$ cat config.mk
export PLATFORM = sky130hd
export DESIGN_NAME = phy_mac_iface_config_regs
export DESIGN_NICKNAME = d
export VERILOG_FILES = /design/src/rtl/phy_cfg_pkg.sv /design/src/rtl/phy_mac_iface_config_regs.sv /design/src/rtl/rx_guard_timer.sv
export SDC_FILE = /design/constraint.sdc
export NUM_CORES = 1
export LEC_CHECK = 0
export ABC_CLOCK_PERIOD_IN_PS = 2400
export BUFFER_PORTS_ARGS = -buffer_cell sky130_fd_sc_hd__buf_2
export CAP_MARGIN = 25
export CORE_ASPECT_RATIO = 0.75
export CORE_MARGIN = 4
export CORE_UTILIZATION = 54
export CTS_CLUSTER_SIZE = 14
export DETAILED_ROUTE_END_ITERATION = 16
export PLACE_DENSITY = 0.9
export SLEW_MARGIN = 20
export SYNTH_ARGS = -nofsm -noshare
export SYNTH_HDL_FRONTEND = slang
export SYNTH_SLANG_ARGS = --single-unit
export TNS_END_PERCENT = 1
$ cat constraint.sdc
create_clock -name clk_i -period 2.4 [get_ports clk_i]
set_clock_uncertainty 0.05 [all_clocks]
set_input_delay 0 -clock clk_i [delete_from_list [all_inputs] [get_ports clk_i]]
set_output_delay 0 -clock clk_i [all_outputs]
set_load 0.05 [all_outputs]
$ cat src/rtl/phy_cfg_pkg.sv
/*
 * Shared constants for the interface configuration register slice:
 * register indices, field positions, reset values, timing counts.
 * Assumes a 20 MHz system clock and a classic Wishbone master.
 */
package phy_cfg_pkg;

	// ************************************************************
	// Register indices (byte address is four times the index)
	// ************************************************************
	localparam logic [6:0] IDX_RGMII_CONTROL        = 7'h32;
	localparam logic [6:0] IDX_RGMII_CONTROL_SECOND = 7'h33;
	localparam logic [6:0] IDX_NEGOTIATION_STATUS   = 7'h37;
	localparam logic [6:0] IDX_FAST_ETHERNET_CONFIG = 7'h43;
	localparam logic [6:0] IDX_EVENT_STATUS         = 7'h60;
	localparam logic [6:0] IDX_EVENT_CLEAR          = 7'h61;
	localparam logic [6:0] IDX_EVENT_ENABLE         = 7'h62;
	localparam logic [6:0] IDX_LINK_STATUS          = 7'h63;

	// ************************************************************
	// Field positions
	// ************************************************************
	localparam int TX_CLK_SHIFT_BIT   = 1;
	localparam int RX_CLK_SHIFT_BIT   = 0;
	localparam int FIFO_BYPASS_BIT    = 4;
	localparam int BYPASS_DELAY_BIT   = 3;
	localparam int LOW_LATENCY_BIT    = 2;
	localparam int PAGE_RX_BIT        = 1;
	localparam int NEG_DONE_BIT       = 0;
	localparam int TIMEOUT_DIS_BIT    = 11;
	localparam int TIMEOUT_MS_LSB     = 7;
	localparam int FORCE_LINK_BIT     = 6;
	localparam int TERNARY_DET_BIT    = 5;
	localparam int GAP_DET_BIT        = 4;
	localparam int SCRAMBLER_DIS_BIT  = 2;
	localparam int ODD_NIBBLE_BIT     = 1;
	localparam int EARLY_RX_VALID_BIT = 0;

	// Event bits in status, clear and enable registers
	localparam int EV_PAGE_RX    = 0;
	localparam int EV_NEG_DONE   = 1;
	localparam int EV_RX_ABORT   = 2;
	localparam int EV_ODD_NIBBLE = 3;
	localparam int EV_COUNT      = 4;

	// ************************************************************
	// Reset values and writable masks
	// ************************************************************
	localparam logic [15:0] RGMII_CONTROL_MASK   = 16'h0003;
	localparam logic [15:0] RGMII_CONTROL_RESET  = 16'h0000;
	localparam logic [15:0] RGMII_SECOND_MASK    = 16'h001c;
	localparam logic [15:0] RGMII_SECOND_RESET   = 16'h0000;
	localparam logic [15:0] FAST_ETH_MASK        = 16'h0ff7;
	localparam logic [15:0] FAST_ETH_RESET       = 16'h07a0;
	localparam logic [3:0]  EVENT_ENABLE_RESET   = 4'h0;

	// ************************************************************
	// Timing
	// ************************************************************
	localparam int CLK_HZ            = 20000000;
	localparam int MS_PERIOD_US      = 1000;
	localparam int PACKET_LIMIT_US   = 1500;
	localparam int MS_CYCLES         = CLK_HZ / 1000000 * MS_PERIOD_US;
	localparam int PACKET_LIMIT_CYC  = CLK_HZ / 1000000 * PACKET_LIMIT_US;

	// Receive guard states, Gray coded along idle-run-stop-recover
	typedef enum logic [1:0]
	{
		GUARD_IDLE    = 2'b00,
		GUARD_RUN     = 2'b01,
		GUARD_STOP    = 2'b11,
		GUARD_RECOVER = 2'b10
	} guard_state_t;

endpackage

$ cat src/rtl/phy_mac_iface_config_regs.sv
/*
 * Interface configuration and status register slice of a PHY,
 * reached over a classic Wishbone slave, with event interrupts,
 * a sampled link clock and the receive guard timer.
 * Assumes a 20 MHz clk_i, synchronous active-high reset and link
 * inputs asynchronous to clk_i, all passing a two-flop synchroniser.
 */
`timescale 1ns/10ps
module phy_mac_iface_config_regs #(
	parameter int MS_CYCLES    = phy_cfg_pkg::MS_CYCLES,
	parameter int LIMIT_CYCLES = phy_cfg_pkg::PACKET_LIMIT_CYC
) (
	input  wire logic        clk_i,
	input  wire logic        rst_i,
	// Wishbone classic slave
	input  wire logic        wb_cyc_i,
	input  wire logic        wb_stb_i,
	input  wire logic        wb_we_i,
	input  wire logic [8:0]  wb_adr_i,
	input  wire logic [3:0]  wb_sel_i,
	input  wire logic [31:0] wb_dat_i,
	output logic [31:0]      wb_dat_o,
	output logic             wb_ack_o,
	// Link side inputs, asynchronous
	input  wire logic        link_clk_i,
	input  wire logic        page_rx_i,
	input  wire logic        neg_done_i,
	input  wire logic        rx_active_i,
	input  wire logic        link_qualified_i,
	// Datapath controls
	output logic             tx_clk_shift_o,
	output logic             rx_clk_shift_o,
	output logic             async_fifo_bypass_en_o,
	output logic             bypass_rx_clock_delay_en_o,
	output logic             low_latency_en_o,
	output logic             scrambler_disable_o,
	output logic             enhanced_ternary_detect_en_o,
	output logic             enhanced_gap_detect_en_o,
	output logic             early_rx_valid_en_o,
	output logic             link_good_o,
	output logic             rx_stop_o,
	output logic             odd_frame_o,
	output logic             irq_o
);

	// ************************************************************
	// Input synchroniser and link clock edge
	// ************************************************************

	logic [4:0] sync1_r;
	logic [4:0] sync2_r;
	logic       lclk_prev_r;
	wire  [4:0] async_in = {link_qualified_i, rx_active_i, neg_done_i, page_rx_i, link_clk_i};

	// Two flops per input before anything looks at it
	always_ff @(posedge clk_i)
	begin
		if (rst_i)
		begin
			sync1_r     <= 5'h00;
			sync2_r     <= 5'h00;
			lclk_prev_r <= 1'b0;
		end
		else
		begin
			sync1_r     <= async_in;
			sync2_r     <= sync1_r;
			lclk_prev_r <= sync2_r[0];
		end
	end

	// Synchronised inputs and link clock rising edge
	wire lclk_s     = sync2_r[0];
	wire page_rx_s  = sync2_r[1];
	wire neg_done_s = sync2_r[2];
	wire rx_act_s   = sync2_r[3];
	wire qual_s     = sync2_r[4];
	wire lclk_rise  = lclk_s && !lclk_prev_r;

	// ************************************************************
	// Wishbone decode
	// ************************************************************

	// A held strobe is taken every other cycle: no request while ack is out
	logic        ack_r;
	logic [31:0] rdata_r;
	wire  [6:0]  idx     = wb_adr_i[8:2];
	wire         req     = wb_cyc_i && wb_stb_i && !ack_r;
	wire         wr      = req && wb_we_i;
	// One select per mapped register
	wire         sel_ctl = (idx == phy_cfg_pkg::IDX_RGMII_CONTROL);
	wire         sel_ct2 = (idx == phy_cfg_pkg::IDX_RGMII_CONTROL_SECOND);
	wire         sel_neg = (idx == phy_cfg_pkg::IDX_NEGOTIATION_STATUS);
	wire         sel_fec = (idx == phy_cfg_pkg::IDX_FAST_ETHERNET_CONFIG);
	wire         sel_evs = (idx == phy_cfg_pkg::IDX_EVENT_STATUS);
	wire         sel_evc = (idx == phy_cfg_pkg::IDX_EVENT_CLEAR);
	wire         sel_eve = (idx == phy_cfg_pkg::IDX_EVENT_ENABLE);
	wire         sel_lnk = (idx == phy_cfg_pkg::IDX_LINK_STATUS);

	// Byte lanes to bit mask over the 16 implemented data bits
	wire  [15:0] lane_mask = {{8{wb_sel_i[1]}}, {8{wb_sel_i[0]}}};

	// ************************************************************
	// Configuration registers
	// ************************************************************

	logic [15:0] ctl_r;
	logic [15:0] ct2_r;
	logic [15:0] fec_r;
	logic [3:0]  ev_en_r;

	// Merge writes through lane and writable masks, reserved bits stay 0
	wire  [15:0] ctl_wm  = lane_mask & phy_cfg_pkg::RGMII_CONTROL_MASK;
	wire  [15:0] ct2_wm  = lane_mask & phy_cfg_pkg::RGMII_SECOND_MASK;
	wire  [15:0] fec_wm  = lane_mask & phy_cfg_pkg::FAST_ETH_MASK;
	wire  [15:0] ctl_nxt = (ctl_r & ~ctl_wm) | (wb_dat_i[15:0] & ctl_wm);
	wire  [15:0] ct2_nxt = (ct2_r & ~ct2_wm) | (wb_dat_i[15:0] & ct2_wm);
	wire  [15:0] fec_nxt = (fec_r & ~fec_wm) | (wb_dat_i[15:0] & fec_wm);
	wire  [3:0]  ev_en_nxt = wb_sel_i[0] ? wb_dat_i[3:0] : ev_en_r;

	// Software writes to the configuration registers
	always_ff @(posedge clk_i)
	begin
		if (rst_i)
		begin
			ctl_r   <= phy_cfg_pkg::RGMII_CONTROL_RESET;
			ct2_r   <= phy_cfg_pkg::RGMII_SECOND_RESET;
			fec_r   <= phy_cfg_pkg::FAST_ETH_RESET;
			ev_en_r <= phy_cfg_pkg::EVENT_ENABLE_RESET;
		end
		else
		begin
			if (wr && sel_ctl)
				ctl_r <= ctl_nxt;
			if (wr && sel_ct2)
				ct2_r <= ct2_nxt;
			if (wr && sel_fec)
				fec_r <= fec_nxt;
			if (wr && sel_eve)
				ev_en_r <= ev_en_nxt;
		end
	end

	// ************************************************************
	// Negotiation status
	// ************************************************************

	logic page_seen_r;
	logic neg_done_r;

	// Page flag holds once a page arrives; done follows the link
	always_ff @(posedge clk_i)
	begin
		if (rst_i)
		begin
			page_seen_r <= 1'b0;
			neg_done_r  <= 1'b0;
		end
		else
		begin
			page_seen_r <= page_seen_r | page_rx_s;
			neg_done_r  <= neg_done_s;
		end
	end

	// Reserved bits of the status word read zero
	wire [15:0] neg_word = {14'h0000, page_seen_r, neg_done_r};

	// ************************************************************
	// Odd nibble detection on link clock edges
	// ************************************************************

	logic frame_r;
	logic parity_r;
	logic odd_r;
	logic odd_ev_r;
	wire  odd_en      = fec_r[phy_cfg_pkg::ODD_NIBBLE_BIT];
	wire  nibble      = lclk_rise && rx_act_s;
	wire  frame_start = nibble && !frame_r;
	// No link edge needed at the end: the link clock stops between frames
	wire  frame_end   = frame_r && !rx_act_s;

	// Nibble parity per frame, judged when the frame ends
	always_ff @(posedge clk_i)
	begin
		if (rst_i)
		begin
			frame_r  <= 1'b0;
			parity_r <= 1'b0;
			odd_r    <= 1'b0;
			odd_ev_r <= 1'b0;
		end
		else
		begin
			odd_ev_r <= 1'b0;
			if (nibble)
			begin
				frame_r  <= 1'b1;
				parity_r <= parity_r ^ 1'b1;
			end
			else if (frame_end)
			begin
				frame_r  <= 1'b0;
				parity_r <= 1'b0;
			end
			if (frame_start)
				odd_r <= 1'b0;
			if (frame_end && odd_en && parity_r)
			begin
				odd_r    <= 1'b1;
				odd_ev_r <= 1'b1;
			end
		end
	end

	// ************************************************************
	// Receive guard timer
	// ************************************************************

	logic guard_stop;
	logic guard_abort;

	rx_guard_timer #(
		.MS_CYCLES    (MS_CYCLES),
		.LIMIT_CYCLES (LIMIT_CYCLES)
	) u_guard (
		.clk_i             (clk_i),
		.rst_i             (rst_i),
		.rx_active_i       (rx_act_s),
		.timeout_disable_i (fec_r[phy_cfg_pkg::TIMEOUT_DIS_BIT]),
		.recovery_ms_i     (fec_r[phy_cfg_pkg::TIMEOUT_MS_LSB +: 4]),
		.stop_o            (guard_stop),
		.abort_o           (guard_abort)
	);

	// ************************************************************
	// Events and interrupt
	// ************************************************************

	logic [3:0] ev_sts_r;
	logic       page_prev_r;
	logic       done_prev_r;
	wire  [3:0] ev_set;
	wire  [3:0] ev_clr = (wr && sel_evc && wb_sel_i[0]) ? wb_dat_i[3:0] : 4'h0;

	// Event sources, one rising edge or pulse each
	assign ev_set[phy_cfg_pkg::EV_PAGE_RX]    = page_rx_s && !page_prev_r;
	assign ev_set[phy_cfg_pkg::EV_NEG_DONE]   = neg_done_s && !done_prev_r;
	assign ev_set[phy_cfg_pkg::EV_RX_ABORT]   = guard_abort;
	assign ev_set[phy_cfg_pkg::EV_ODD_NIBBLE] = odd_ev_r;

	// Sticky status, a new event wins over a clear in the same cycle
	always_ff @(posedge clk_i)
	begin
		if (rst_i)
		begin
			ev_sts_r    <= 4'h0;
			page_prev_r <= 1'b0;
			done_prev_r <= 1'b0;
			irq_o       <= 1'b0;
		end
		else
		begin
			page_prev_r <= page_rx_s;
			done_prev_r <= neg_done_s;
			ev_sts_r    <= (ev_sts_r & ~ev_clr) | ev_set;
			irq_o       <= |(((ev_sts_r & ~ev_clr) | ev_set) & ev_en_r);
		end
	end

	// ************************************************************
	// Read multiplexer and acknowledge
	// ************************************************************

	// Link status word and read selection
	wire [15:0] lnk_word  = {12'h000, odd_r, guard_stop, qual_s, link_good_o};
	wire [15:0] read_word = sel_ctl ? ctl_r :
	                        sel_ct2 ? ct2_r :
	                        sel_neg ? neg_word :
	                        sel_fec ? fec_r :
	                        sel_evs ? {12'h000, ev_sts_r} :
	                        sel_eve ? {12'h000, ev_en_r} :
	                        sel_lnk ? lnk_word : 16'h0000;

	// One wait state: ack one cycle after the request, then drop
	always_ff @(posedge clk_i)
	begin
		if (rst_i)
		begin
			ack_r   <= 1'b0;
			rdata_r <= 32'h00000000;
		end
		else
		begin
			ack_r   <= req;
			rdata_r <= req ? {16'h0000, read_word} : 32'h00000000;
		end
	end

	// Bus outputs straight from their flops
	assign wb_ack_o = ack_r;
	assign wb_dat_o = rdata_r;

	// ************************************************************
	// Datapath control outputs
	// ************************************************************

	// Every control leaves through its own flop
	always_ff @(posedge clk_i)
	begin
		if (rst_i)
		begin
			tx_clk_shift_o               <= 1'b0;
			rx_clk_shift_o               <= 1'b0;
			async_fifo_bypass_en_o       <= 1'b0;
			bypass_rx_clock_delay_en_o   <= 1'b0;
			low_latency_en_o             <= 1'b0;
			scrambler_disable_o          <= 1'b0;
			enhanced_ternary_detect_en_o <= 1'b1;
			enhanced_gap_detect_en_o     <= 1'b0;
			early_rx_valid_en_o          <= 1'b0;
			link_good_o                  <= 1'b0;
			rx_stop_o                    <= 1'b0;
			odd_frame_o                  <= 1'b0;
		end
		else
		begin
			tx_clk_shift_o               <= ctl_r[phy_cfg_pkg::TX_CLK_SHIFT_BIT];
			rx_clk_shift_o               <= ctl_r[phy_cfg_pkg::RX_CLK_SHIFT_BIT];
			async_fifo_bypass_en_o       <= ct2_r[phy_cfg_pkg::FIFO_BYPASS_BIT];
			bypass_rx_clock_delay_en_o   <= ct2_r[phy_cfg_pkg::BYPASS_DELAY_BIT];
			low_latency_en_o             <= ct2_r[phy_cfg_pkg::LOW_LATENCY_BIT];
			scrambler_disable_o          <= fec_r[phy_cfg_pkg::SCRAMBLER_DIS_BIT];
			enhanced_ternary_detect_en_o <= fec_r[phy_cfg_pkg::TERNARY_DET_BIT];
			enhanced_gap_detect_en_o     <= fec_r[phy_cfg_pkg::GAP_DET_BIT];
			early_rx_valid_en_o          <= fec_r[phy_cfg_pkg::EARLY_RX_VALID_BIT];
			link_good_o                  <= fec_r[phy_cfg_pkg::FORCE_LINK_BIT] | qual_s;
			rx_stop_o                    <= guard_stop;
			odd_frame_o                  <= odd_r;
		end
	end

endmodule

$ cat src/rtl/rx_guard_timer.sv
/*
 * Receive guard: stops an overlong packet and holds reception off
 * for a programmable recovery time in milliseconds afterwards.
 * Assumes rx_active_i is already synchronous to clk_i.
 */
`timescale 1ns/10ps
module rx_guard_timer #(
	parameter int MS_CYCLES    = phy_cfg_pkg::MS_CYCLES,
	parameter int LIMIT_CYCLES = phy_cfg_pkg::PACKET_LIMIT_CYC
) (
	input  wire logic       clk_i,
	input  wire logic       rst_i,
	input  wire logic       rx_active_i,
	input  wire logic       timeout_disable_i,
	input  wire logic [3:0] recovery_ms_i,
	output logic            stop_o,
	output logic            abort_o
);
	phy_cfg_pkg::guard_state_t state_r;
	phy_cfg_pkg::guard_state_t state_nxt;
	logic [15:0] ms_cnt_r;
	logic [15:0] pkt_cnt_r;
	logic [3:0]  rec_cnt_r;
	wire         ms_tick   = (ms_cnt_r == 16'(MS_CYCLES - 1));
	wire         too_long  = (pkt_cnt_r == 16'(LIMIT_CYCLES - 1)) && !timeout_disable_i;

	// Next state of the guard
	always_comb
	begin
		state_nxt = state_r;
		unique case (state_r)
			phy_cfg_pkg::GUARD_IDLE:    if (rx_active_i) state_nxt = phy_cfg_pkg::GUARD_RUN;
			phy_cfg_pkg::GUARD_RUN:     if (!rx_active_i) state_nxt = phy_cfg_pkg::GUARD_IDLE;
			                            else if (too_long) state_nxt = phy_cfg_pkg::GUARD_STOP;
			phy_cfg_pkg::GUARD_STOP:    if (!rx_active_i) state_nxt = phy_cfg_pkg::GUARD_RECOVER;
			phy_cfg_pkg::GUARD_RECOVER: if (rec_cnt_r == 4'h0) state_nxt = phy_cfg_pkg::GUARD_IDLE;
		endcase
	end

	// Millisecond prescaler, packet length and recovery counters
	always_ff @(posedge clk_i)
	begin
		if (rst_i)
		begin
			state_r   <= phy_cfg_pkg::GUARD_IDLE;
			ms_cnt_r  <= 16'h0000;
			pkt_cnt_r <= 16'h0000;
			rec_cnt_r <= 4'h0;
			stop_o    <= 1'b0;
			abort_o   <= 1'b0;
		end
		else
		begin
			state_r   <= state_nxt;
			ms_cnt_r  <= ms_tick ? 16'h0000 : ms_cnt_r + 16'h0001;
			pkt_cnt_r <= (state_r == phy_cfg_pkg::GUARD_RUN) ? pkt_cnt_r + 16'h0001 : 16'h0000;
			if (state_nxt == phy_cfg_pkg::GUARD_RECOVER && state_r == phy_cfg_pkg::GUARD_STOP)
				rec_cnt_r <= recovery_ms_i;
			else if (ms_tick && rec_cnt_r != 4'h0)
				rec_cnt_r <= rec_cnt_r - 4'h1;
			stop_o    <= (state_nxt == phy_cfg_pkg::GUARD_STOP) ||
			             (state_nxt == phy_cfg_pkg::GUARD_RECOVER);
			abort_o   <= (state_r == phy_cfg_pkg::GUARD_RUN) && (state_nxt == phy_cfg_pkg::GUARD_STOP);
		end
	end
endmodule

==> impl_metrics.py <==
metrics = {
    "global_route": {
        "grt_pass1_vias": 3522,
        "grt_max_degree": 37,
        "overflow": 0,
        "grt_pass1_wl_mm": 16.2,
        "track_usage": 0.203,
        "antenna_found_initial": 0,
    },
    "detailed_routing": {
        "drc": 0,
        "drt_iter0_markers": 218,
        "dr.pass1.iters": 5,
        "routedWlPerCell_um": 14.8,
        "drtAntennaViolNets": 0,
        "vias": 3648,
        "totalWireLength_mm": 9.77,
        "vias_per_cell": 5.51,
    },
    "sta": {
        "relSlewSlack": 0.564,
        "finalSetupTns_ns": 0,
        "grt_setup_unrepaired": "false",
        "hold_violations": 0,
        "finalCritPeriodShare": 0.835,
        "period_needed_ns": 2.00,
        "whs_ns": 0.0602,
        "maxSlewViolCount": 0,
        "tightest_slew_ns": 0.654,
        "max_freq_mhz": 499,
        "setup_viol": 0,
    },
    "final_layout": {
        "syn2layout_area_growth_pct": 15.1,
        "n_antenna_cell": 0,
        "nNetsFinal": 610,
        "layout-drive-gt1-share": 0.160,
    },
    "clock_network": {
        "postCtsSetupBuffers": 0,
        "cts_hold_buffers": 19,
        "cts.sinks": 108,
        "clkTransAtPathRegs_ns": 0.10,
        "cts_resized": 0,
        "cts_buffers": 9,
        "clk_latency_ns": 0.36,
        "root_buffer": "clkbuf_8",
        "tritoncts": "built",
        "cts_max_level": 3,
        "clk_path_buf_depth": 2,
    },
    "critical_path": {
        "reg2regPathDepth": 6,
        "cp_max_fo": 14,
        "r2r-start": "u_guard.ms_cnt_r[0]",
        "r2r-end": "u_guard.ms_cnt_r[12]",
        "crit_path_end_kind": "flip-flop",
        "r2r_slack_ns": 0.40,
        "start_kind": "flip-flop",
        "crit_type": "flip-flop to flip-flop",
        "cp_data_required_time_ns": 2.61,
        "crit_arrival_ns": 2.21,
    },
    "floorplanning": {
        "dieArea_um2": 9820,
        "row_count": 28,
        "die_w_um": 113,
        "io_pins": 101,
        "core_um2": 7990,
        "die_h_um": 86.8,
        "start_util": 0.560,
    },
    "power": {
        "vdd_drop_max_uv": 301,
        "p_leak_nw": 2.10,
        "powerDensity_nw_per_um2": 619,
    },
    "worst_hold_path": {
        "worst_hold_path.endpoint": "wb_dat_o[0]",
        "min-delay-start": "wb_adr_i[4]",
        "min_path_cells": 4,
        "hold_path.class": "input pin to flip-flop",
    },
    "synthesis": {
        "ys_ff_latch": 108,
        "syn_inst": 480,
        "syn-mean-instance-area_um2": 9.32,
        "seq_area_frac_synth": 0.483,
        "async_flop_share": 0,
        "ys_warn_count": 0,
        "synth_cell_types": 53,
        "synth_area_um2": 4470,
        "synthFlopType": "dfxtp_1",
        "synth-edff-count": 0,
    },
    "placement": {
        "dp_hpwl_mm": 6.63,
        "portBuffers": 56,
        "place_congestion": 0.879,
    },
    "job": {
        "drv_cap": 0,
    },
    "status": {
        "status": "finished clean",
    },
}
-- per-layer routing --
metal	global-route usage	vias to the layer above	wire, um
met1	0.245	1687	4040
li1	-	1766	-
met5	0	-	0
met4	0.0841	0	292
met3	0.0600	27	862
met2	0.342	168	4580
-- kinds of logic after synthesis --
group | Yosys count | synth area share
AO/OA/AOI/OAI | 45 | 0.0696
XOR/XNOR | 28 | 0.0548
adder cells (fa/ha/maj) | 3 | 0.00839
buffers and inverters | 56 | 0.0685
flip-flops | 108 | 0.483
multiplexers | 20 | 0.0447
other | 1 | 0.000838
AND/OR/NAND/NOR | 219 | 0.270
-- per-stage QoR --
step | area (um^2) | cells | setup WS [ns] | util | total power [W]
finish | 5150 | 662 | 0.396 | 0.645 | 0.00319
global route | 5150 | 662 | 0.258 | 0.645 | 0.00331
global placement | 4750 | 627 | 0.538 | 0.594 | 0.00207
CTS | 5150 | 662 | 0.437 | 0.645 | 0.00321
detailed placement | 4750 | 627 | 0.492 | 0.594 | 0.00207
floorplan | 4550 | 499 | 0.553 | - | 0.00205
-- critical path, stage by stage, from the launching register on --
cell and delay [ns]:
dfxtp_1 0.40, ha_1 0.24, nand4_1 0.35, nor4_4 0.39
or2_0 0.16, buf_4 0.22, nor2_1 0.09
-- how the worst max path moves through the flow --
stage                                    from                   end  slack (ns)
after floorplan                      wb_ack_o             flip-flop        0.55
after global placement    u_guard.ms_cnt_r[0]  u_guard.ms_cnt_r[11]        0.54
after detailed placement  u_guard.ms_cnt_r[0]  u_guard.ms_cnt_r[10]        0.49
after CTS                 u_guard.ms_cnt_r[0]  u_guard.ms_cnt_r[12]        0.44
after global routing      u_guard.ms_cnt_r[0]  u_guard.ms_cnt_r[12]        0.26
final                     u_guard.ms_cnt_r[0]  u_guard.ms_cnt_r[12]        0.40
-- area by class of cell --
class                           instances  area (um^2)
Clock buffer                           11          151
Clock inverter                          5         60.1
Fill cell                             604         2840
Inverter                               20         75.1
Multi-Input combinational cell        335         2080
Sequential cell                       108         2160
Tap cell                              105          131
Timing Repair Buffer                   78          493
-- Yosys cell counts, drive strengths merged (5+ instances only) --
master / number / share of area
a211o: 5 / 0.0098
a21oi: 6 / 0.0067
a22oi: 5 / 0.0084
and3: 10 / 0.014
and3b: 5 / 0.0098
buf: 24 / 0.042
clkbuf: 12 / 0.010
dfxtp: 108 / 0.48
inv: 20 / 0.017
mux2i: 20 / 0.045
nand2: 21 / 0.018
nand3: 18 / 0.020
nand4: 13 / 0.018
nor2: 69 / 0.060
nor2b: 26 / 0.036
nor3: 10 / 0.011
nor3b: 5 / 0.0084
nor4: 13 / 0.022
o21ai: 9 / 0.010
xnor2: 22 / 0.043
xor2: 6 / 0.012
-- power breakdown --
group / internal, W / switching (W) / total (W)
registers: 0.00181 / 0.0000168 / 0.00183
logic: 0.0000729 / 0.000161 / 0.000234
clock network: 0.000541 / 0.000586 / 0.00113
total: 0.00243 / 0.000764 / 0.00319
-- placed cells by master (no fill, tap or decap), types with 2 or more instances in the layout --
cell type | Yosys | layout
nand2b_1 | 4 | 4
nor3_1 | 10 | 10
nand3b_1 | 2 | 2
inv_1 | 20 | 20
nand3_1 | 18 | 18
nor3b_1 | 5 | 5
buf_2 | 1 | 56
nor4_1 | 12 | 12
and4_1 | 2 | 2
and3_1 | 10 | 10
nor2b_1 | 26 | 26
dlygate4sd3_1 | 0 | 19
xnor2_1 | 22 | 22
buf_4 | 21 | 3
or3_1 | 2 | 2
nand2_1 | 21 | 21
and3b_1 | 5 | 5
o21ai_0 | 9 | 9
a211o_1 | 5 | 5
a22oi_1 | 5 | 5
nor2_2 | 4 | 4
xor2_1 | 6 | 6
a21oi_1 | 6 | 6
or2_2 | 3 | 3
nand4_1 | 13 | 13
and4_2 | 2 | 2
dfxtp_1 | 108 | 108
and2_1 | 3 | 3
a31oi_1 | 4 | 4
a211oi_1 | 4 | 4
nor2_1 | 65 | 65
clkinv_4 | 0 | 2
mux2i_1 | 20 | 20
ha_1 | 3 | 3
a21o_1 | 4 | 4
a311oi_1 | 3 | 3
nor4b_1 | 3 | 3
conb_1 | 1 | 20
clkbuf_8 | 0 | 11
Note: power is estimated with default switching activity, not from simulation.
